$ cat src/pkg/tscs_pkg.sv
// Shared constants and types of the touch sense compensation scheduler.
// Assumes a 25 MHz system clock and a byte-wide register port on the same clock.
`default_nettype none

package tscs_pkg;

  // ---------------------------------------------------------------
  // Register offsets and reset value
  // ---------------------------------------------------------------
  localparam logic [7:0] ADDR_NEG_FILT  = 8'h37;
  localparam logic [7:0] ADDR_STUCK     = 8'h38;
  localparam logic [7:0] ADDR_SKIP      = 8'h39;
  localparam logic [7:0] ADDR_MISC      = 8'h3A;
  localparam logic [7:0] ADDR_PROX_MASK = 8'h3B;
  localparam logic [7:0] ADDR_ROUTE     = 8'h3E;
  localparam logic [7:0] REG_RESET      = 8'h00;
  localparam logic [7:0] MISC_WR_MASK   = 8'h3B;
  localparam logic [7:0] READ_UNMAPPED  = 8'h00;

  // ---------------------------------------------------------------
  // Field positions
  // ---------------------------------------------------------------
  localparam int NF_DEB_HI  = 4;
  localparam int NF_DEB_LO  = 3;
  localparam int NF_COEF_HI = 2;
  localparam int NF_COEF_LO = 0;
  localparam int ST_STK_HI  = 7;
  localparam int ST_STK_LO  = 4;
  localparam int ST_PER_HI  = 3;
  localparam int ST_PER_LO  = 0;
  localparam int SK_ACT_HI  = 7;
  localparam int SK_ACT_LO  = 4;
  localparam int SK_SLP_HI  = 3;
  localparam int SK_SLP_LO  = 0;
  localparam int MC_GRP_HI  = 5;
  localparam int MC_GRP_LO  = 4;
  localparam int MC_SLEEP   = 3;
  localparam int MC_IDLE_HI = 1;
  localparam int MC_IDLE_LO = 0;

  // ---------------------------------------------------------------
  // Timing and scaling
  // ---------------------------------------------------------------
  localparam int NUM_LINES       = 8;
  localparam int CLK_HZ          = 25000000;
  localparam int CLK_PERIOD_NS   = 1000000000 / CLK_HZ;
  localparam int SENSE_TIME_NS   = 648000;
  localparam int SENSE_CYCLES    = SENSE_TIME_NS / CLK_PERIOD_NS;
  localparam int LED_STEPS       = 255;
  localparam int FRAME_MULT      = 9;
  localparam int STUCK_UNIT_S    = 64;
  localparam int STUCK_UNIT_M    = 128;
  localparam int STUCK_UNIT_L    = 256;
  localparam int PERIODIC_UNIT   = 128;
  localparam int SLEEP_SKIP_MULT = 4;
  localparam int SKIP_W          = 6;
  localparam int TMR_W           = 12;

  // Handling of lines that are not being measured
  typedef enum logic [1:0] {
    IDLE_SHIELD_A = 2'b00,
    IDLE_SHIELD_B = 2'b01,
    IDLE_FLOAT    = 2'b10,
    IDLE_GROUND   = 2'b11
  } tscs_idle_e;

endpackage

`default_nettype wire

$ cat src/rtl/tscs_scheduler.sv
// Compensation scheduler, frame timing and line control of the touch front end.
// Assumes sample, touch and measurement inputs come from logic on clk_sys.
`timescale 1ns/100ps
`default_nettype none

module tscs_scheduler #(
  parameter int DW           = 16,
  parameter int LED_FREQ_HZ  = 1000,
  parameter int FRAME_CYCLES = tscs_pkg::FRAME_MULT * (tscs_pkg::SENSE_CYCLES
                               + (tscs_pkg::CLK_HZ / LED_FREQ_HZ) * tscs_pkg::LED_STEPS)
) (
  input  wire logic                 clk_sys,
  input  wire logic                 reset,
  input  wire logic [7:0]           reg_addr,
  input  wire logic                 reg_wr,
  input  wire logic [7:0]           reg_wdata,
  input  wire logic                 reg_rd,
  output logic      [7:0]           reg_rdata,
  input  wire logic                 sample_valid,
  input  wire logic [2:0]           sample_chan,
  input  wire logic signed [DW-1:0] sample_data,
  input  wire logic signed [DW-1:0] neg_limit,
  input  wire logic [7:0]           touch_in,
  input  wire logic                 meas_active,
  input  wire logic [2:0]           meas_line,
  output logic                      frame_tick,
  output logic                      measure_frame,
  output logic      [7:0]           comp_req,
  output logic      [7:0]           touch_valid,
  output logic      [7:0]           line_shield_en,
  output logic      [7:0]           line_gnd_en,
  output logic      [DW+2:0]        prox_sum,
  output logic                      analog_out_first,
  output logic                      analog_out_second
);

  localparam int NL = tscs_pkg::NUM_LINES;
  localparam int TW = tscs_pkg::TMR_W;
  localparam int SW = tscs_pkg::SKIP_W;

  // Stuck timeout in frames, zero meaning off
  function automatic logic [TW-1:0] stuck_limit(input logic [3:0] f);
    if (f[3]) begin
      stuck_limit = TW'(f[2:0] * tscs_pkg::STUCK_UNIT_L);
    end else if (f[2]) begin
      stuck_limit = TW'(f[1:0] * tscs_pkg::STUCK_UNIT_M);
    end else begin
      stuck_limit = TW'(f[1:0] * tscs_pkg::STUCK_UNIT_S);
    end
  endfunction

  // Number of lines with a pending request
  function automatic logic [3:0] count_ones(input logic [7:0] v);
    count_ones = 4'h0;
    for (int i = 0; i < NL; i++) begin
      count_ones = count_ones + 4'(v[i]);
    end
  endfunction

  // ---------------------------------------------------------------
  // Register file
  // ---------------------------------------------------------------
  logic [7:0] nf_q, nf_d, st_q, st_d, sk_q, sk_d, mc_q, mc_d;
  logic [7:0] pm_q, pm_d, rt_q, rt_d, rdata_q, rdata_d;

  // Byte writes and registered reads; reserved misc bits are dropped
  always_comb begin
    nf_d    = nf_q;
    st_d    = st_q;
    sk_d    = sk_q;
    mc_d    = mc_q;
    pm_d    = pm_q;
    rt_d    = rt_q;
    rdata_d = rdata_q;
    if (reg_wr) begin
      unique case (reg_addr)
        tscs_pkg::ADDR_NEG_FILT:  nf_d = reg_wdata;
        tscs_pkg::ADDR_STUCK:     st_d = reg_wdata;
        tscs_pkg::ADDR_SKIP:      sk_d = reg_wdata;
        tscs_pkg::ADDR_MISC:      mc_d = reg_wdata & tscs_pkg::MISC_WR_MASK;
        tscs_pkg::ADDR_PROX_MASK: pm_d = reg_wdata;
        tscs_pkg::ADDR_ROUTE:     rt_d = reg_wdata;
        default: ;
      endcase
    end
    if (reg_rd) begin
      unique case (reg_addr)
        tscs_pkg::ADDR_NEG_FILT:  rdata_d = nf_q;
        tscs_pkg::ADDR_STUCK:     rdata_d = st_q;
        tscs_pkg::ADDR_SKIP:      rdata_d = sk_q;
        tscs_pkg::ADDR_MISC:      rdata_d = mc_q;
        tscs_pkg::ADDR_PROX_MASK: rdata_d = pm_q;
        tscs_pkg::ADDR_ROUTE:     rdata_d = rt_q;
        default:                  rdata_d = tscs_pkg::READ_UNMAPPED;
      endcase
    end
  end

  always_ff @(posedge clk_sys) begin
    if (reset) begin
      nf_q    <= tscs_pkg::REG_RESET;
      st_q    <= tscs_pkg::REG_RESET;
      sk_q    <= tscs_pkg::REG_RESET;
      mc_q    <= tscs_pkg::REG_RESET;
      pm_q    <= tscs_pkg::REG_RESET;
      rt_q    <= tscs_pkg::REG_RESET;
      rdata_q <= tscs_pkg::REG_RESET;
    end else begin
      nf_q    <= nf_d;
      st_q    <= st_d;
      sk_q    <= sk_d;
      mc_q    <= mc_d;
      pm_q    <= pm_d;
      rt_q    <= rt_d;
      rdata_q <= rdata_d;
    end
  end

  assign reg_rdata = rdata_q;

  // ---------------------------------------------------------------
  // Frame timing and frame skipping
  // ---------------------------------------------------------------
  logic [31:0]   fcnt_q, fcnt_d;
  logic [SW-1:0] skip_q, skip_d, skip_target;
  logic          tick_q, tick_d, meas_q, meas_d, wrap, sleep_on;

  // Frames keep their length whether or not they measure
  always_comb begin
    sleep_on = mc_q[tscs_pkg::MC_SLEEP];
    wrap     = (fcnt_q == 32'(FRAME_CYCLES - 1));
    fcnt_d   = wrap ? '0 : fcnt_q + 32'h1;
    if (sleep_on) begin
      skip_target = SW'(sk_q[tscs_pkg::SK_SLP_HI:tscs_pkg::SK_SLP_LO] * tscs_pkg::SLEEP_SKIP_MULT);
    end else begin
      skip_target = SW'(sk_q[tscs_pkg::SK_ACT_HI:tscs_pkg::SK_ACT_LO]);
    end
    tick_d = wrap;
    meas_d = wrap && (skip_q >= skip_target);
    skip_d = skip_q;
    if (wrap) begin
      skip_d = meas_d ? '0 : skip_q + SW'(1);
    end
  end

  always_ff @(posedge clk_sys) begin
    if (reset) begin
      fcnt_q <= '0;
      skip_q <= '0;
      tick_q <= 1'b0;
      meas_q <= 1'b0;
    end else begin
      fcnt_q <= fcnt_d;
      skip_q <= skip_d;
      tick_q <= tick_d;
      meas_q <= meas_d;
    end
  end

  assign frame_tick    = tick_q;
  assign measure_frame = meas_q;

  // ---------------------------------------------------------------
  // Negative averaging filter and drift debounce
  // ---------------------------------------------------------------
  logic signed [DW-1:0] avg_q [NL];
  logic signed [DW-1:0] avg_d [NL];
  logic        [3:0]    dcnt_q [NL];
  logic        [3:0]    dcnt_d [NL];
  logic        [7:0]    nreq_q, nreq_d;
  logic signed [DW-1:0] cur, newv;
  logic signed [DW:0]   diff, step;
  logic        [2:0]    coef;
  logic        [3:0]    need;

  // Drops below the average are smoothed, rises are taken directly
  always_comb begin
    avg_d  = avg_q;
    dcnt_d = dcnt_q;
    nreq_d = '0;
    coef   = nf_q[tscs_pkg::NF_COEF_HI:tscs_pkg::NF_COEF_LO];
    need   = 4'h1 << nf_q[tscs_pkg::NF_DEB_HI:tscs_pkg::NF_DEB_LO];
    cur    = avg_q[sample_chan];
    diff   = sample_data - cur;
    step   = diff >>> coef;
    newv   = sample_data;
    if (coef != 3'h0 && sample_data < cur) begin
      newv = cur + DW'(step);
    end
    if (sample_valid) begin
      avg_d[sample_chan] = newv;
      if (newv < neg_limit) begin
        if (dcnt_q[sample_chan] + 4'h1 >= need) begin
          nreq_d[sample_chan] = 1'b1;
          dcnt_d[sample_chan] = 4'h0;
        end else begin
          dcnt_d[sample_chan] = dcnt_q[sample_chan] + 4'h1;
        end
      end else begin
        dcnt_d[sample_chan] = 4'h0;
      end
    end
  end

  always_ff @(posedge clk_sys) begin
    if (reset) begin
      for (int k = 0; k < NL; k++) begin
        avg_q[k]  <= '0;
        dcnt_q[k] <= 4'h0;
      end
      nreq_q <= '0;
    end else begin
      avg_q  <= avg_d;
      dcnt_q <= dcnt_d;
      nreq_q <= nreq_d;
    end
  end

  // ---------------------------------------------------------------
  // Stuck, periodic and grouped compensation
  // ---------------------------------------------------------------
  logic [TW-1:0] stk_q [NL];
  logic [TW-1:0] stk_d [NL];
  logic [TW-1:0] per_q, per_d, lim, per_lim;
  logic [7:0]    stuck_q, stuck_d, pend_q, pend_d, comp_q, comp_d, hit;
  logic [1:0]    grp;
  logic          per_hit;

  always_comb begin
    lim     = stuck_limit(st_q[tscs_pkg::ST_STK_HI:tscs_pkg::ST_STK_LO]);
    per_lim = TW'(st_q[tscs_pkg::ST_PER_HI:tscs_pkg::ST_PER_LO] * tscs_pkg::PERIODIC_UNIT);
    grp     = mc_q[tscs_pkg::MC_GRP_HI:tscs_pkg::MC_GRP_LO];
    stk_d   = stk_q;
    stuck_d = stuck_q;
    hit     = '0;
    for (int k = 0; k < NL; k++) begin
      if (!touch_in[k]) begin
        stk_d[k]   = '0;
        stuck_d[k] = 1'b0;
      end else if (comp_q[k]) begin
        stk_d[k] = '0;
      end else if (tick_q && !stuck_q[k] && lim != '0) begin
        if (stk_q[k] + TW'(1) >= lim) begin
          hit[k]     = 1'b1;
          stuck_d[k] = 1'b1;
          stk_d[k]   = '0;
        end else begin
          stk_d[k] = stk_q[k] + TW'(1);
        end
      end
    end
    per_hit = 1'b0;
    per_d   = per_q;
    if (per_lim == '0) begin
      per_d = '0;
    end else if (tick_q) begin
      per_hit = (per_q + TW'(1) >= per_lim);
      per_d   = per_hit ? '0 : per_q + TW'(1);
    end
    // With grouping on, requests wait here until the group threshold is reached or a periodic pulse fires
    pend_d = pend_q | nreq_q | hit;
    comp_d = '0;
    if (per_hit || (grp != 2'h0 && count_ones(pend_d) >= 4'(grp))) begin
      comp_d = '1;
      pend_d = '0;
    end else if (grp == 2'h0) begin
      comp_d = pend_d;
      pend_d = '0;
    end
  end

  always_ff @(posedge clk_sys) begin
    if (reset) begin
      for (int k = 0; k < NL; k++) begin
        stk_q[k] <= '0;
      end
      per_q   <= '0;
      stuck_q <= '0;
      pend_q  <= '0;
      comp_q  <= '0;
    end else begin
      stk_q   <= stk_d;
      per_q   <= per_d;
      stuck_q <= stuck_d;
      pend_q  <= pend_d;
      comp_q  <= comp_d;
    end
  end

  assign comp_req    = comp_q;
  assign touch_valid = touch_in & ~stuck_q;

  // ---------------------------------------------------------------
  // Idle line drive, combined proximity and output routing
  // ---------------------------------------------------------------
  logic [7:0]    shield_q, shield_d, gnd_q, gnd_d;
  logic [DW+2:0] prox_q, prox_d;
  logic          out1_q, out1_d, out2_q, out2_d;
  tscs_pkg::tscs_idle_e idle_mode;

  always_comb begin
    idle_mode = tscs_pkg::tscs_idle_e'(mc_q[tscs_pkg::MC_IDLE_HI:tscs_pkg::MC_IDLE_LO]);
    shield_d  = '0;
    gnd_d     = '0;
    prox_d    = '0;
    for (int k = 0; k < NL; k++) begin
      if (!(meas_active && meas_line == 3'(k))) begin
        unique case (idle_mode)
          tscs_pkg::IDLE_SHIELD_A,
          tscs_pkg::IDLE_SHIELD_B: shield_d[k] = 1'b1;
          tscs_pkg::IDLE_FLOAT:    ;
          tscs_pkg::IDLE_GROUND:   gnd_d[k] = 1'b1;
        endcase
      end
      if (pm_q[k]) begin
        prox_d = prox_d + (DW+3)'(avg_q[k]);
      end
    end
    out1_d = |(touch_valid & ~rt_q);
    out2_d = |(touch_valid & rt_q);
  end

  always_ff @(posedge clk_sys) begin
    if (reset) begin
      shield_q <= '0;
      gnd_q    <= '0;
      prox_q   <= '0;
      out1_q   <= 1'b0;
      out2_q   <= 1'b0;
    end else begin
      shield_q <= shield_d;
      gnd_q    <= gnd_d;
      prox_q   <= prox_d;
      out1_q   <= out1_d;
      out2_q   <= out2_d;
    end
  end

  assign line_shield_en    = shield_q;
  assign line_gnd_en       = gnd_q;
  assign prox_sum          = prox_q;
  assign analog_out_first  = out1_q;
  assign analog_out_second = out2_q;
endmodule

`default_nettype wire

$ cat config.mk
export PLATFORM = sky130hd
export DESIGN_NAME = tscs_scheduler
export DESIGN_NICKNAME = d
export VERILOG_FILES = /design/src/pkg/tscs_pkg.sv /design/src/rtl/tscs_scheduler.sv
export SDC_FILE = /design/constraint.sdc
export NUM_CORES = 1
export LEC_CHECK = 0
export ABC_AREA = 1
export BUFFER_PORTS_ARGS = -buffer_cell sky130_fd_sc_hd__buf_4
export CORE_ASPECT_RATIO = 0.7
export CORE_MARGIN = 10
export CORE_UTILIZATION = 45
export CTS_BUF_LIST = sky130_fd_sc_hd__clkbuf_8 sky130_fd_sc_hd__clkbuf_16
export CTS_CLUSTER_DIAMETER = 120
export DETAILED_ROUTE_END_ITERATION = 6
export GPL_TIMING_DRIVEN = 0
export PLACE_DENSITY = 0.72
export RECOVER_POWER = 25
export SLEW_MARGIN = 10
export SYNTH_ARGS = -nofsm -noshare
export SYNTH_HDL_FRONTEND = slang
export SYNTH_SLANG_ARGS = --single-unit
$ cat constraint.sdc
create_clock -name clk_sys -period 16.4 [get_ports clk_sys]
set_input_delay 1.64 -clock clk_sys [delete_from_list [all_inputs] [get_ports clk_sys]]
set_output_delay 1.64 -clock clk_sys [all_outputs]
set_load 0.05 [all_outputs]
======== Word-level counts from Yosys, hierarchy flattened ========
Cells that the tools add are included.
operators by class
  add/sub/neg operators ................... 28
  multipliers ............................. 0
  divide/modulo/power cells ............... 0
  $lt $le $gt $ge ......................... 18
  eq/ne operators ......................... 16
  shifts and indexed selects .............. 2
  muxes and demuxes ....................... 77
  bitwise gates (word level) .............. 29
  reduce and logical (&&, ||, !) cells .... 90
operators by type and width
  cell                                                   number
  2-to-1 mux 19 bit                                      8
  adder 19 bit                                           7
  bitwise mux 128 bit                                    1
  adder 12 x 1 -> 12 bit, second input constant          9
  2-to-1 mux 12 bit                                      9
  greater-or-equal comparator 12 bit                     8
  2-to-1 mux 16 bit                                      4
  2-to-1 mux 32 bit                                      2
  binary-select mux 16 bit (select 3 bit)                1
  demux 16 bit (select 3 bit)                            1
  equality test 8 x 6 -> 1 bit, second input constant    6
  case mux 8 bit (6 select lines)                        1
  OR reduction 2 bit                                     19
  2-to-1 mux 1 bit                                       37
  adder 32 x 1 -> 32 bit, second input constant          1
  AND 32 bit                                             1
  bitwise mux 32 bit                                     1
  equality test 32 x 26 -> 1 bit, second input constant  1
  less-than comparator 16 bit                            2
  NOT 32 bit                                             1
  logical AND 1 bit                                      29
  OR reduction 3 bit                                     9
  AND 8 bit                                              3
  AND reduction 3 bit                                    8
  other kinds (46)                                       91
word-level totals
  flip-flop bits (word level) ............. 430
  bits in latches ......................... 0
  memory bits (writable) .................. 0
  ROM bits ................................ 0
  input bits .............................. 68
  output and inout bits ................... 63
  logic and storage cells ................. 326
  memories ................................ 0

======== Depth between registers and ports, before layout ========
  depth in word-level cells ............... 19
  mapped depth ............................ 74
  gate-level depth less buffers ........... 74

======== Worst setup path after synthesis ========
No wires, ideal clock.
  path type ............................... flip-flop to flip-flop
  from .................................... reg pm_q[0]
  to ...................................... reg prox_q[18], in the netlist prox_sum[18]
  setup time .............................. 115 ps
  data arrival time ....................... 9,372 ps
  required time ........................... 16,285 ps
  setup slack ............................. 6,913 ps
  stages on the path, launching flop included .. 71
  buffers on the path ..................... 2
  period minus slack after synthesis ...... 9,487 ps
  path through ............................ dfxtp_1 -> buf_4 -> clkbuf_1 -> nand2_1 -> inv_1 -> ha_1 -> ha_1 -> inv_1 -> nand2_1 -> nand2_1 -> nand3_1 -> nand2_1 -> nand2_1 -> nand2_1 -> nand2_1 -> xnor2_1 -> o21ai_0 -> ha_1 -> (+35 left out) -> nor3_1 -> nor3b_1 -> nand4_1 -> nand3_1 -> nand2_1 -> nand3_1 -> nand2_1 -> ha_1 -> inv_1 -> nor3_1 -> nor3b_1 -> nand4_1 -> nand3_1 -> o21ai_0 -> a21oi_1 -> nand3_1 -> nand2_1 -> nor2_1
on the way
  word-level cells in the longest chain between the ends .. 15
ends and longest elaborated chain
  element                 line                   text
  start, declared         tscs_scheduler.sv:64   logic [7:0] pm_q, pm_d, rt_q, rt_d, rdata_q, rdata_d;
  start signal, assigned  tscs_scheduler.sv:105  pm_q <= tscs_pkg::REG_RESET;
  start signal, assigned  tscs_scheduler.sv:113  pm_q <= pm_d;
  2-to-1 mux 19 bit *     tscs_scheduler.sv:315  if (pm_q[k]) begin
  adder 19 bit            tscs_scheduler.sv:316  prox_d = prox_d + (DW+3)'(avg_q[k]);
  2-to-1 mux 19 bit *     tscs_scheduler.sv:315
  adder 19 bit            tscs_scheduler.sv:316
  2-to-1 mux 19 bit *     tscs_scheduler.sv:315
  adder 19 bit            tscs_scheduler.sv:316
  2-to-1 mux 19 bit *     tscs_scheduler.sv:315
  adder 19 bit            tscs_scheduler.sv:316
  2-to-1 mux 19 bit *     tscs_scheduler.sv:315
  adder 19 bit            tscs_scheduler.sv:316
  2-to-1 mux 19 bit *     tscs_scheduler.sv:315
  adder 19 bit            tscs_scheduler.sv:316
  2-to-1 mux 19 bit *     tscs_scheduler.sv:315
  adder 19 bit            tscs_scheduler.sv:316
  2-to-1 mux 19 bit *     tscs_scheduler.sv:315
  end signal, assigned    tscs_scheduler.sv:333  prox_q <= prox_d;
  end, declared           tscs_scheduler.sv:297  logic [DW+2:0] prox_q, prox_d;
Every way passes the cells marked *; elsewhere a longest branch is shown, timed or not.
A chain may end at the register's enable or synchronous reset.

======== Worst setup path after layout ========
  from .................................... in sample_chan[0]
  to ...................................... reg nreq_q[7]
on the way
  word-level cells in the longest chain between the ends .. 11
  elaborated cells on any way between the ends .. 24
  those cells by class .................... add/sub (3); order compare (5); shift (1); mux (9); bitwise (3); reduce/logical (3)
ends and longest elaborated chain
  element                                                  line                   text
  start, declared                                          tscs_scheduler.sv:20   input wire logic [2:0] sample_chan,
  NOT 3 -> 4 bit (implied by the code) *                   tscs_scheduler.sv:183  cur = avg_q[sample_chan];
  binary-select mux 16 bit (select 3 bit) *                tscs_scheduler.sv:183
  2-to-1 mux 16 bit (implied by the code) * (2 in series)  tscs_scheduler.sv:183
  subtractor 16 x 16 -> 17 bit                             tscs_scheduler.sv:184  diff = sample_data - cur;
  >>> shifter 17 x 3 -> 16 bit                             tscs_scheduler.sv:185  step = diff >>> coef;
  adder 16 bit                                             tscs_scheduler.sv:188  newv = cur + DW'(step);
  2-to-1 mux 16 bit *                                      tscs_scheduler.sv:187  if (coef != 3'h0 && sample_data < cur) begin
  via newv[15]                                             tscs_scheduler.sv:171  logic signed [DW-1:0] cur, newv;
  less-than comparator 16 bit *                            tscs_scheduler.sv:192  if (newv < neg_limit) begin
  NOT 1 bit (no source line) *                             n/a
  OR reduction 4 bit (no source line) *                    n/a
  end signal, assigned                                     tscs_scheduler.sv:215  nreq_q <= nreq_d;
  end, declared                                            tscs_scheduler.sv:170  logic [7:0] nreq_q, nreq_d;
Mark *: on every way through the listed nets, which the timed path passes. The rest lies on a longest branch. The select of a mux whose other input is x is not followed.

==> impl_metrics.toml <==
[setup_path]
slowest_stage = "nor4_1"
rrSetupSlack_ps = 4200
cp.arrival_ps = 13000
path_max_fanout = 10
crit_required_ps = 16920
cp-start-kind = "input pin"
cp-end-kind = "flip-flop"
cp_common_cell = "nand2_1"
crit_type = "in -> reg"
cp_slowest_stage_delay_ps = 820
ff2ff_path_depth = 70

[power]
vdd_drop_max_mv = 0.0664
p_leak_nw = 15.7
p_per_area_nw_per_um2 = 80.6
fin_total_pwr_mw = 2.78

[grt]
antenna_found_initial = 1
grt_pass1_vias = 29186
grt_max_degree = 15
grt_pass1_wl_mm = 166
grt_use_total = 0.261
grt_remaining_overflow = 0

[final_layout]
fin_area_um2 = 34500
seqCellArea_um2 = 8610
layout.nets = 5214
final_cells = 5814
n_fill_cell = 6915
drive_above_1_share = 0.0456
utilization = 0.505
multiInputGateArea_um2 = 19400
syn_to_final_growth_pct = 11.0

[synth]
synth_nets = 5036
synth_top_cell_by_area = "dfxtp_1"
netlist-cell-type-count = 61
netlist_instances = 4699
synth_top_area_share = 0.277
synth_area_um2 = 31000
synth-main-ff-cell = "dfxtp_1"
avgSynthCellArea_um2 = 6.61
synthTopCellsByArea = "dfxtp_1, nand2_1, ha_1, a21oi_1, inv_1"
synth_seq_cells = 430
async_reset_ff_frac = 0
ys_seq_area_frac = 0.277
ys_warn_count = 0
synthMostInstantiatedCell = "nand2_1"
synth-edff-count = 0
synth_common_cells = "nand2_1, inv_1, a21oi_1"

[clocking]
clkTransAtPathRegs_ps = 60
ctsResizeCount = 0
clk_latency_ps = 610
h-tree-depth = 2
numClockSinks = 430
cts_root_buf = "clkbuf_16"
cts_buffers = 47
cts.path.max_buffers = 3
holdBufCountCts = 0
cts_tree = "built"
post-cts-setup-buffers = 0

[worst_hold_path]
hold_depth = 2
hold_class = "reg -> reg"

[route]
wirelength_mm = 109
drt_iter0_drc = 3505
top_layer = "met5"
vias_per_cell = 5.56
drc = 1
wl_met3_mm = 14.2
postRouteAntennaNets = 0
wl_met1_mm = 50.2
vias = 32335
first_pass_iters = 7
met2RoutedLength_mm = 42.0
wl_per_cell_um = 18.7

[timing]
timing.final.ws_setup_ps = 3920
holdWs_ps = 456
slew_headroom = -0.0185
period_needed_ps = 12480
report.final.slew_viol_count = 10
rsz0062_at_grt = "false"
max_freq_ghz = 0.0801
fin_tns_setup_ps = 0
period_share = 0.761
hold_viol_final = 0
worst_pin_slew_ps = 1520
setup_viol = 0
fin_skew_ps = 17.8

[placement]
postPlaceCellArea_um2 = 33200
place_ws_ps = 3890
dp_cells = 5730
dp_hpwl_mm = 86.7
place_congestion = 1.00
port_buffers = 128

[floorplanning]
ioPinCount = 131
start_util = 0.455
chipWidth_um = 334
die_h_um = 240
die_area_um2 = 80100
rows = 80
core_area_um2 = 68300

[run]
maxCapViolCount = 1

[outcome]
outcome = "finished with violations"
violations = "design-rule violations, max-capacitance violations, max-slew violations"
-- critical path: cells and delay by family --
family / cells / cell delay [ps]
buffers and inverters: 10 / 2450
xor gates and xnor gates: 1 / 170
and+or+nand+nor: 28 / 4360
AOI/OAI and AO/OA: 13 / 2920
adders and majority gates: 4 / 1430
-- report_power, final --
part           total (mW)  switching [mW]  internal (mW)
clock network        1.09           0.478          0.615
registers            1.10          0.0265           1.08
logic               0.581           0.394          0.187
-- cell usage in the layout (no fill, tap or decap), types with 47 or more instances in the layout --
| cell | count |
|---|---|
| a21oi_1 | 479 |
| o21ai_0 | 392 |
| inv_1 | 646 |
| nand4_1 | 60 |
| nand2_1 | 992 |
| buf_4 | 76 |
| ha_1 | 257 |
| clkbuf_16 | 47 |
| nand3_1 | 222 |
| nor2_1 | 393 |
| dfxtp_1 | 430 |
| xor2_1 | 135 |
| o22ai_1 | 73 |
| nor3_1 | 60 |
| xnor2_1 | 53 |
| clkbuf_1 | 172 |
-- sequential cells by signal (all words and copies together), names as in the netlist, 12 cells and up --
register	cells
avg_q	128
dcnt_q	32
fcnt_q	32
per_q	12
prox_sum	19
stk_q	96
-- layout make-up --
| class | instances | share of cell area |
|---|---|---|
| diodes | 2 | 0.000145 |
| inverters | 655 | 0.0714 |
| repair buffers | 129 | 0.0219 |
| plain buffers | 145 | 0.0173 |
| clock buffers | 53 | 0.0365 |
| clock inverters | 29 | 0.00824 |
| flip-flops and latches | 430 | 0.250 |
| multi-input cells | 3469 | 0.562 |
| well taps | 902 | 0.0328 |
-- per-layer routing --
layer  vias up  track usage
met5         -            0
met4         4       0.0589
met3       157       0.0848
met2      1484        0.365
met1     14719        0.378
li1      15971            -
-- cell families after synthesis --
logic type	count (synthesis)	share of synthesized area
buffers and inverters	800	0.0984
DFF	430	0.277
adders and majority gates	269	0.111
xor gates and xnor gates	188	0.0530
and+or+nand+nor	1840	0.252
muxes	4	0.00129
AOI/OAI and AO/OA	1168	0.207
-- final timing paths --
path | start | end
worst min register to register | stk_q[11]$_SDFFE_PP0P_ | stk_q[11]$_SDFFE_PP0P_
worst min-delay path | stk_q[11]$_SDFFE_PP0P_ | stk_q[11]$_SDFFE_PP0P_
worst max register to register | pm_q[0]$_SDFFE_PP0P_ | prox_sum[18]$_SDFF_PP0_
worst max-delay path | sample_chan[0] | nreq_q[7]$_SDFF_PP0_
Note: power is estimated with default switching activity, not from simulation.
